===== config.mk =====
export PLATFORM = sky130hd
export DESIGN_NAME = dac_update_ctrl
export DESIGN_NICKNAME = d
export VERILOG_FILES = /design/src/hdl/dac_update_pkg.sv /design/src/hdl/calc_if.sv /design/src/hdl/dac_calc_engine.sv /design/src/hdl/dac_update_ctrl.sv
export VERILOG_INCLUDE_DIRS = /design/src /design/src/hdl
export SDC_FILE = /design/constraint.sdc
export NUM_CORES = 2
export LEC_CHECK = 0
export ABC_AREA = 1
export BUFFER_PORTS_ARGS = -buffer_cell sky130_fd_sc_hd__buf_2
export CAP_MARGIN = 40
export CELL_PAD_IN_SITES_DETAIL_PLACEMENT = 0
export CELL_PAD_IN_SITES_GLOBAL_PLACEMENT = 2
export CORE_MARGIN = 2
export CORE_UTILIZATION = 35
export DETAILED_ROUTE_END_ITERATION = 16
export GPL_TIMING_DRIVEN = 1
export PLACE_DENSITY = 0.71
export SYNTH_ARGS = -nofsm -noshare
export SYNTH_HDL_FRONTEND = slang
export SYNTH_HIERARCHICAL = 1
export SYNTH_SLANG_ARGS = --single-unit
export TNS_END_PERCENT = 30

===== constraint.sdc =====
create_clock -name i_clk_sys -period 24.2 [get_ports i_clk_sys]
set_input_delay 3.63 -clock i_clk_sys [delete_from_list [all_inputs] [get_ports i_clk_sys]]
set_output_delay 3.63 -clock i_clk_sys [all_outputs]
set_load 0.1 [all_outputs]

===== src/hdl/dac_update_consts.svh =====
// Purpose: timing counts and default codes for the DAC update control
// Assumes: 20 MHz system clock, 50 ns period
// Notes:   times are kept in ns, cycle counts derived from them
`ifndef DAC_UPDATE_CONSTS_SVH
`define DAC_UPDATE_CONSTS_SVH

// ****************************************************************
// clock and timing
// ****************************************************************
`define CLK_PERIOD_NS        50
`define RESET_SEQ_NS         300000
`define RESET_SEQ_CYC        (`RESET_SEQ_NS / `CLK_PERIOD_NS)
`define CHAN_CALC_NS         600
`define CHAN_CALC_CYC        (`CHAN_CALC_NS / `CLK_PERIOD_NS)
`define BUSY_TAIL_NS         300
`define BUSY_TAIL_CYC        (`BUSY_TAIL_NS / `CLK_PERIOD_NS)

// ****************************************************************
// default codes
// ****************************************************************
`define INPUT_DEFAULT        16'h8000
`define GAIN_DEFAULT         16'hFFFF
`define OFFSET_DEFAULT       16'h8000
`define GROUND_CODE          16'h8000

`endif


===== src/hdl/dac_update_pkg.sv =====
// Purpose: shared types for the DAC update control
// Assumes: sixteen channels in two groups of eight
// Notes:   constants live in dac_update_consts.svh
package dac_update_pkg;

	typedef logic [15:0] word_t;
	typedef logic [15:0] chan_mask_t;

	// kind of word written by the host-side write port
	typedef enum logic [1:0] {
		WR_INPUT  = 2'b00,
		WR_GAIN   = 2'b01,
		WR_OFFSET = 2'b10,
		WR_BANK   = 2'b11
	} wr_kind_t;

	// calculation engine phases
	typedef enum logic [1:0] {
		ENG_IDLE = 2'b00,
		ENG_CALC = 2'b01,
		ENG_TAIL = 2'b10
	} eng_state_t;

endpackage : dac_update_pkg


===== src/hdl/calc_if.sv =====
// Purpose: carrier between the update control and its calc engine
// Assumes: single clock domain
// Notes:   engine returns one computed word per channel step
`timescale 1ns/1ns
interface calc_if;
	import dac_update_pkg::*;
	logic       start;     // pulse: begin one channel computation
	logic [3:0] chan;
	logic       bank;      // 0 = word a, 1 = word b
	word_t      x;
	word_t      m;
	word_t      c;
	logic       done;      // pulse: result valid
	word_t      result;
	logic       busy;

	modport ctrl (output start, chan, bank, x, m, c,
		input done, result, busy);
	modport eng  (input start, chan, bank, x, m, c,
		output done, result, busy);
endinterface : calc_if


===== src/hdl/dac_calc_engine.sv =====
// Purpose: shared multiplier computing one channel's computed word
// Assumes: one request at a time, start only when not busy
// Notes:   ends two cycles early so the hand-over fills the step time
`timescale 1ns/1ns
`include "dac_update_consts.svh"
module dac_calc_engine (
	// clock and reset
	input  wire logic i_clk_sys,
	input  wire logic i_rst_n,
	// engine side of carrier
	calc_if.eng       eng
);
	import dac_update_pkg::*;

	localparam logic [4:0] STEP_CYC = 5'(`CHAN_CALC_CYC);

	logic [4:0]  cnt_r;
	logic        run_r;
	word_t       res_r;
	logic        done_r;
	logic [32:0] prod;
	logic [17:0] sum;

	// x*(m+1)/2^16 + c - 2^15, clamped to the code range
	assign prod = 33'(eng.x) * (33'(eng.m) + 33'h1);
	assign sum  = 18'(prod[32:16]) + 18'(eng.c) - 18'h8000;

	// one computation per step, result registered at the end
	always_ff @(posedge i_clk_sys) begin
		if (!i_rst_n) begin
			cnt_r  <= 5'h00;
			run_r  <= 1'b0;
			res_r  <= 16'h0000;
			done_r <= 1'b0;
		end else begin
			done_r <= 1'b0;
			if (eng.start && !run_r) begin
				run_r <= 1'b1;
				cnt_r <= STEP_CYC - 5'h02;
			end else if (run_r) begin
				if (cnt_r == 5'h01) begin
					run_r  <= 1'b0;
					done_r <= 1'b1;
					// negative sums clamp to zero, overflow to full scale
					res_r  <= sum[17] ? 16'h0000 :
						(sum[16] ? 16'hFFFF : sum[15:0]);
				end
				cnt_r <= cnt_r - 5'h01;
			end
		end
	end

	assign eng.done   = done_r;
	assign eng.result = res_r;
	assign eng.busy   = run_r;
endmodule : dac_calc_engine


===== src/hdl/dac_update_ctrl.sv =====
// Purpose: update control for a sixteen channel voltage-output DAC
// Assumes: write port already decoded from the serial frame, same clock
// Notes:   pins from outside pass two flip-flops before use
`timescale 1ns/1ns
`include "dac_update_consts.svh"
module dac_update_ctrl (
	// clock and reset
	input  wire logic                      i_clk_sys,
	input  wire logic                      i_rst_n,
	// device pins
	input  wire logic                      i_reset_pin_n,
	input  wire logic                      i_output_clear_n,
	input  wire logic                      i_load_outputs_n,
	input  wire logic                      i_busy_n,
	output logic                           o_busy_n,
	output logic                           o_busy_oe,
	// decoded write port
	input  wire logic                      i_wr_valid,
	input  dac_update_pkg::wr_kind_t       i_wr_kind,
	input  dac_update_pkg::chan_mask_t     i_wr_chans,
	input  wire logic                      i_wr_bank,
	input  dac_update_pkg::word_t          i_wr_data,
	// status and outputs
	output logic                           o_reset_active,
	output logic                           o_ground_sel,
	output dac_update_pkg::word_t          o_dac_code [16]
);
	import dac_update_pkg::*;

	localparam logic [12:0] RESET_CYC = 13'(`RESET_SEQ_CYC);
	localparam logic [4:0]  STEP_CYC  = 5'(`CHAN_CALC_CYC);
	localparam logic [4:0]  TAIL_CYC  = 5'(`BUSY_TAIL_CYC);

	// ************************************************************
	// pin synchronisers
	// ************************************************************
	logic [3:0] sync1_r;
	logic [3:0] sync2_r;
	logic       rst_pin_d_r;
	logic       load_d_r;
	logic       busy_d_r;

	// first stage read only by the second
	always_ff @(posedge i_clk_sys) begin
		if (!i_rst_n) begin
			sync1_r <= 4'hF;
			sync2_r <= 4'hF;
		end else begin
			sync1_r <= {i_reset_pin_n, i_output_clear_n,
				i_load_outputs_n, i_busy_n};
			sync2_r <= sync1_r;
		end
	end

	logic rst_pin_s;
	logic clear_s_n;
	logic load_s_n;
	logic busy_line_s_n;
	assign rst_pin_s     = sync2_r[3];
	assign clear_s_n     = sync2_r[2];
	assign load_s_n      = sync2_r[1];
	assign busy_line_s_n = sync2_r[0];

	// edge history for reset pin, load and shared busy line
	always_ff @(posedge i_clk_sys) begin
		if (!i_rst_n) begin
			rst_pin_d_r <= 1'b1;
			load_d_r    <= 1'b1;
			busy_d_r    <= 1'b1;
		end else begin
			rst_pin_d_r <= rst_pin_s;
			load_d_r    <= load_s_n;
			busy_d_r    <= busy_line_s_n;
		end
	end

	logic rst_rise;
	logic load_fall;
	logic busy_rise;
	assign rst_rise  = rst_pin_s && !rst_pin_d_r;
	assign load_fall = !load_s_n && load_d_r;
	assign busy_rise = busy_line_s_n && !busy_d_r;

	// ************************************************************
	// reset sequence
	// ************************************************************
	logic [12:0] rst_cnt_r;
	logic        rst_busy;
	assign rst_busy = (rst_cnt_r != 13'h0000);

	// counts out the default-restore interval after a rising edge
	always_ff @(posedge i_clk_sys) begin
		if (!i_rst_n)
			rst_cnt_r <= 13'h0000;
		else if (rst_rise)
			rst_cnt_r <= RESET_CYC;
		else if (rst_busy)
			rst_cnt_r <= rst_cnt_r - 13'h0001;
	end
	assign o_reset_active = rst_busy;

	// ************************************************************
	// word storage
	// ************************************************************
	word_t      in_a_r  [16];
	word_t      in_b_r  [16];
	word_t      gain_a_r[16];
	word_t      gain_b_r[16];
	word_t      offs_a_r[16];
	word_t      offs_b_r[16];
	word_t      comp_a_r[16];
	word_t      comp_b_r[16];
	word_t      dac_r   [16];
	logic [15:0] bank_sel_r;
	chan_mask_t pend_a_r;
	chan_mask_t pend_b_r;
	chan_mask_t dirty_r;

	logic    wr_word;
	logic    wr_bank;
	assign wr_word = i_wr_valid && (i_wr_kind != WR_BANK);
	assign wr_bank = i_wr_valid && (i_wr_kind == WR_BANK);

	// ************************************************************
	// calculation engine
	// ************************************************************
	calc_if cif ();
	dac_calc_engine u_eng (
		.i_clk_sys (i_clk_sys),
		.i_rst_n   (i_rst_n),
		.eng       (cif.eng)
	);

	eng_state_t  st_r;
	logic [4:0]  tail_r;
	logic [3:0]  cur_chan_r;
	logic        cur_bank_r;
	logic        issued_r;
	logic        any_pend;
	logic [3:0]  next_chan;
	logic        next_bank;

	assign any_pend = (pend_a_r != 16'h0000) || (pend_b_r != 16'h0000);

	// lowest channel with word a pending, else lowest channel with word b pending
	always_comb begin
		next_chan = 4'h0;
		next_bank = 1'b0;
		for (int i = 15; i >= 0; i--) begin
			if (pend_b_r[i]) begin
				next_chan = 4'(i);
				next_bank = 1'b1;
			end
		end
		for (int i = 15; i >= 0; i--) begin
			if (pend_a_r[i]) begin
				next_chan = 4'(i);
				next_bank = 1'b0;
			end
		end
	end

	assign cif.start = (st_r == ENG_CALC) && !issued_r && !cif.busy &&
		any_pend;
	assign cif.chan  = cur_chan_r;
	assign cif.bank  = cur_bank_r;
	assign cif.x     = cur_bank_r ? in_b_r[cur_chan_r]
		: in_a_r[cur_chan_r];
	assign cif.m     = cur_bank_r ? gain_b_r[cur_chan_r]
		: gain_a_r[cur_chan_r];
	assign cif.c     = cur_bank_r ? offs_b_r[cur_chan_r]
		: offs_a_r[cur_chan_r];

	// one step per channel, then one extra step plus the tail;
	// this gives (n+1)*600 ns + 300 ns of busy
	always_ff @(posedge i_clk_sys) begin
		if (!i_rst_n || rst_rise) begin
			st_r       <= ENG_IDLE;
			tail_r     <= 5'h00;
			cur_chan_r <= 4'h0;
			cur_bank_r <= 1'b0;
			issued_r   <= 1'b0;
		end else begin
			unique case (st_r)
				ENG_IDLE: begin
					if (wr_word || any_pend)
						st_r <= ENG_CALC;
					else if (wr_bank) begin
						st_r   <= ENG_TAIL;
						tail_r <= STEP_CYC;
					end
				end
				ENG_CALC: begin
					if (cif.start) begin
						issued_r   <= 1'b1;
						cur_chan_r <= next_chan;
						cur_bank_r <= next_bank;
					end else if (cif.done)
						issued_r <= 1'b0;
					else if (!issued_r && !any_pend && !cif.busy) begin
						st_r   <= ENG_TAIL;
						tail_r <= STEP_CYC + TAIL_CYC - 5'h01;
					end
				end
				ENG_TAIL: begin
					if (any_pend)
						st_r <= ENG_CALC;
					else if (tail_r > 5'h01)
						tail_r <= tail_r - 5'h01;
					else if (wr_bank)
						tail_r <= STEP_CYC;
					else if (!wr_word)
						st_r <= ENG_IDLE;
				end
				default: st_r <= ENG_IDLE;
			endcase
		end
	end

	logic busy_own;
	assign busy_own = (st_r != ENG_IDLE) || rst_busy;

	// open-drain busy: drive low while computing or during the reset sequence
	assign o_busy_n  = 1'b0;
	assign o_busy_oe = busy_own;

	// ************************************************************
	// load handling
	// ************************************************************
	logic load_pend_r;
	logic line_busy;
	logic apply;
	assign line_busy = busy_own || !busy_line_s_n;
	assign apply = !line_busy && clear_s_n &&
		(load_pend_r || (!load_s_n && (busy_rise || load_fall)));

	// falling load while busy is remembered; clear discards it
	always_ff @(posedge i_clk_sys) begin
		if (!i_rst_n || !clear_s_n)
			load_pend_r <= 1'b0;
		else if (apply)
			load_pend_r <= 1'b0;
		else if (load_fall && line_busy)
			load_pend_r <= 1'b1;
	end

	// ************************************************************
	// per-channel storage and dac registers
	// ************************************************************
	generate
		for (genvar ch = 0; ch < 16; ch++) begin : g_chan
			logic hit;
			logic done_a;
			logic done_b;
			logic take_a;
			logic take_b;
			assign hit    = wr_word && i_wr_chans[ch];
			assign take_a = cif.start && next_chan == 4'(ch) && !next_bank;
			assign take_b = cif.start && next_chan == 4'(ch) && next_bank;
			assign done_a = cif.done && cif.chan == 4'(ch) && !cif.bank;
			assign done_b = cif.done && cif.chan == 4'(ch) && cif.bank;

			always_ff @(posedge i_clk_sys) begin
				if (!i_rst_n || rst_rise) begin
					in_a_r[ch]   <= `INPUT_DEFAULT;
					in_b_r[ch]   <= `INPUT_DEFAULT;
					gain_a_r[ch] <= `GAIN_DEFAULT;
					gain_b_r[ch] <= `GAIN_DEFAULT;
					offs_a_r[ch] <= `OFFSET_DEFAULT;
					offs_b_r[ch] <= `OFFSET_DEFAULT;
					comp_a_r[ch] <= `GROUND_CODE;
					comp_b_r[ch] <= `GROUND_CODE;
					dac_r[ch]    <= `GROUND_CODE;
					bank_sel_r[ch] <= 1'b0;
					pend_a_r[ch] <= 1'b0;
					pend_b_r[ch] <= 1'b0;
					dirty_r[ch]  <= 1'b0;
				end else begin
					if (hit && i_wr_kind == WR_INPUT) begin
						if (i_wr_bank) in_b_r[ch] <= i_wr_data;
						else           in_a_r[ch] <= i_wr_data;
					end
					if (hit && i_wr_kind == WR_GAIN) begin
						if (i_wr_bank) gain_b_r[ch] <= i_wr_data;
						else           gain_a_r[ch] <= i_wr_data;
					end
					if (hit && i_wr_kind == WR_OFFSET) begin
						if (i_wr_bank) offs_b_r[ch] <= i_wr_data;
						else           offs_a_r[ch] <= i_wr_data;
					end
					// cleared at issue so a mid-step write reruns
					pend_a_r[ch] <= (hit && !i_wr_bank) ||
						(pend_a_r[ch] && !take_a);
					pend_b_r[ch] <= (hit && i_wr_bank) ||
						(pend_b_r[ch] && !take_b);
					if (done_a) comp_a_r[ch] <= cif.result;
					if (done_b) comp_b_r[ch] <= cif.result;
					if (wr_bank && i_wr_chans[ch])
						bank_sel_r[ch] <= i_wr_data[ch % 8];
					// only changed channels move on a load
					if (apply) begin
						if (dirty_r[ch])
							dac_r[ch] <= bank_sel_r[ch] ?
								comp_b_r[ch] : comp_a_r[ch];
						dirty_r[ch] <= done_a || done_b;
					end else if (done_a || done_b)
						dirty_r[ch] <= 1'b1;
				end
			end
			assign o_dac_code[ch] = dac_r[ch];
		end
	endgenerate

	// clear grounds outputs without touching any word or dac register
	assign o_ground_sel = !clear_s_n;
endmodule : dac_update_ctrl


==> flow_metrics.tcl <==
set metrics [dict create \
    outcome "finished, final reports clean" \
    cp.required_ps 24990 \
    synth-async-reset-ratio_pct 0 \
    rsz0062_at_grt "no" \
    antenna_found_initial 27 \
    core-area_sq_um 324000 \
    routed_via_density 5.31 \
    drtAntennaViolNets 0 \
    cts_max_level 5 \
    slew_headroom_pct 33.6 \
    rows 209 \
    dpl.hpwl_microns 248000 \
    tritoncts "done" \
    synth_area_leaders "edfxtp_1, nor2_1, o21ai_0" \
    dr.pass1.iters 6 \
    synthFlopType "edfxtp_1" \
    cp_num_buf_inv 8 \
    setup_viol 0 \
    clock-sinks 2433 \
    drive_gt1_share_pct 10.9 \
    worst_hold_slack_ps 420 \
    cts-root-buf "clkbuf_16" \
    fmax_mhz 75.6 \
    post-route-min-period_ps 13230 \
    maxCapViolCount 0 \
    max_stage_delay_ps 790 \
    fp.dieArea_sq_um 330000 \
    cp_top_family "adder cells" \
    synthTopCellsByCount "nor2_1, edfxtp_1, nand2_1" \
    wl_met2_microns 186000 \
    worst_path_most_repeated_cell "nand2_1" \
    placed_area_sq_um 121000 \
    worstReg2RegEnd "u_eng/eng.result[3]" \
    hold_viol 0 \
    fin_skew_ps 77.6 \
    tns_ps 0 \
    synth_edf_count 2304 \
    r2r_slack_ps 10970 \
    wl_per_cell_microns 25.5 \
    drt-initial-drc-count 7837 \
    yosys.area.top_type "edfxtp_1" \
    cts_resized 0 \
    syn_inst 10656 \
    rr_worst_depth 46 \
    dp_slack_ps 10890 \
    dr_wl_met3_microns 23200 \
    synth_top_area_share_pct 60.8 \
    grt_pass1_vias 80489 \
    highest_layer "met5" \
    fin_ws_ps 10970 \
    grt_max_degree 165 \
    fin_nets 11147 \
    grt-ovfl-total 0 \
    numCtsBuffers 281 \
    ys_seq_area_share_pct 63.1 \
    wl_microns 390000 \
    ys_ff_latch 2433 \
    yosys.cell_count.top_type "nor2_1" \
    die_height_microns 574 \
    period_share_pct 54.7 \
    endpoint_kind "flip-flop" \
    gr-usage-all-layers_pct 23.1 \
    drv_slew 0 \
    grt_pass1_wl_microns 566000 \
    clock_latency_ps 920 \
    holdBufCountCts 0 \
    critPathMaxFanout 103 \
    io_buffers 300 \
    worst_pin_slew_ps 996 \
    place_congestion 0.874 \
    hold_class "flip-flop to flip-flop" \
    endpoint "u_eng/eng.result[3]" \
    worstPathArrival_ps 14020 \
    crit_cells 46 \
    netlist_area_sq_um 114000 \
    ys_types 53 \
    syn_nets 11051 \
    cts_buffer_depth 4 \
    yosys_warnings 6 \
    num_vias 81204 \
    syn_avg_cell_area_sq_um 10.7 \
    clkTransAtPathRegs_ps 60 \
    syn_to_final_growth_pct 14.3 \
    wl_met1_microns 169000 \
    drc 0 \
    start_util_pct 35.1 \
    crit_path_start_kind "flip-flop" \
    io_pins 302 \
    slowest_stage "buf_4" \
    fin_area_sq_um 130000 \
    critical_path_class "flip-flop to flip-flop" \
    fp.dieW_microns 574 \
    post_cts_buffers 0 \
]
[worst min path at each step]
| stage | from | end | cells after the start |
|---|---|---|---|
| CTS | sync1_r[0] | sync2_r[0] | 1 |
| floorplan | sync2_r[3] | rst_pin_d_r | 2 |
| detailed placement | sync1_r[0] | sync2_r[0] | 1 |
| global placement | sync1_r[2] | sync2_r[2] | 1 |
| finish | sync2_r[3] | rst_pin_d_r | 2 |
| global route | sync1_r[1] | sync2_r[1] | 1 |
[cells by family after synthesis]
group	after synthesis	share of synthesized area (%)
AND/OR/NAND/NOR	4362	15.1
flip-flops	2433	63.1
AO/OA/AOI/OAI	1691	8.90
buffers and inverters	1534	5.16
adder cells (fa/ha/maj)	353	5.26
multiplexers	256	2.25
XOR/XNOR	26	0.207
other	1	0.00330
[cells in the final DEF (no fill, tap or decap), drive strengths merged, types with 139 or more instances in the layout]
master     n
nor2    2835
edfxtp  2304
nand2   1115
o21ai   1009
inv      709
buf      642
clkbuf   358
o221ai   299
mux2i    256
fa       208
nand3    174
nor3     162
ha       145
a21oi    139
[routing by layer]
metal,up-vias,GRT usage [%]
met1,41091,31.8
li1,36812,-
met4,6,7.12
met5,-,0
met3,527,2.60
met2,2768,38.3
[worst register-to-register path, delay by kind of cell (launching register included)]
| kind | cells | cell delay [ps] |
|---|---|---|
| adders and majority gates | 10 | 4230 |
| and+or+nand+nor | 21 | 3480 |
| buffers and inverters | 8 | 2890 |
| AOI/OAI and AO/OA | 6 | 1980 |
| DFF | 1 | 530 |
| xor gates and xnor gates | 1 | 70 |
[metrics by stage]
stage	instances	util, %
after floorplan	10656	-
after global placement	14707	37.0
after detailed placement	14794	37.5
after CTS	15279	40.1
after global routing	15283	40.1
final	15285	40.1
[area by class of cell]
class,instances,area (sq um)
Sequential cell,2433,71800
Multi-Input combinational cell,6689,36400
Inverter,705,2720
Timing Repair Buffer,642,4940
Clock inverter,127,1180
Clock buffer,358,7470
Antenna cell,6,15.0
Tap cell,4325,5410
Fill cell,31196,194000
[sequential cells by signal (all words and copies together), names as in the netlist, 256 cells and up, named ones only]
name      flops
comp_a_r    256
comp_b_r    256
dac_r       256
gain_a_r    256
gain_b_r    256
in_a_r      256
in_b_r      256
offs_a_r    256
offs_b_r    256
Power is not shown: default switching activity piles up to over one toggle a cycle in this logic, so the estimate is an artifact.
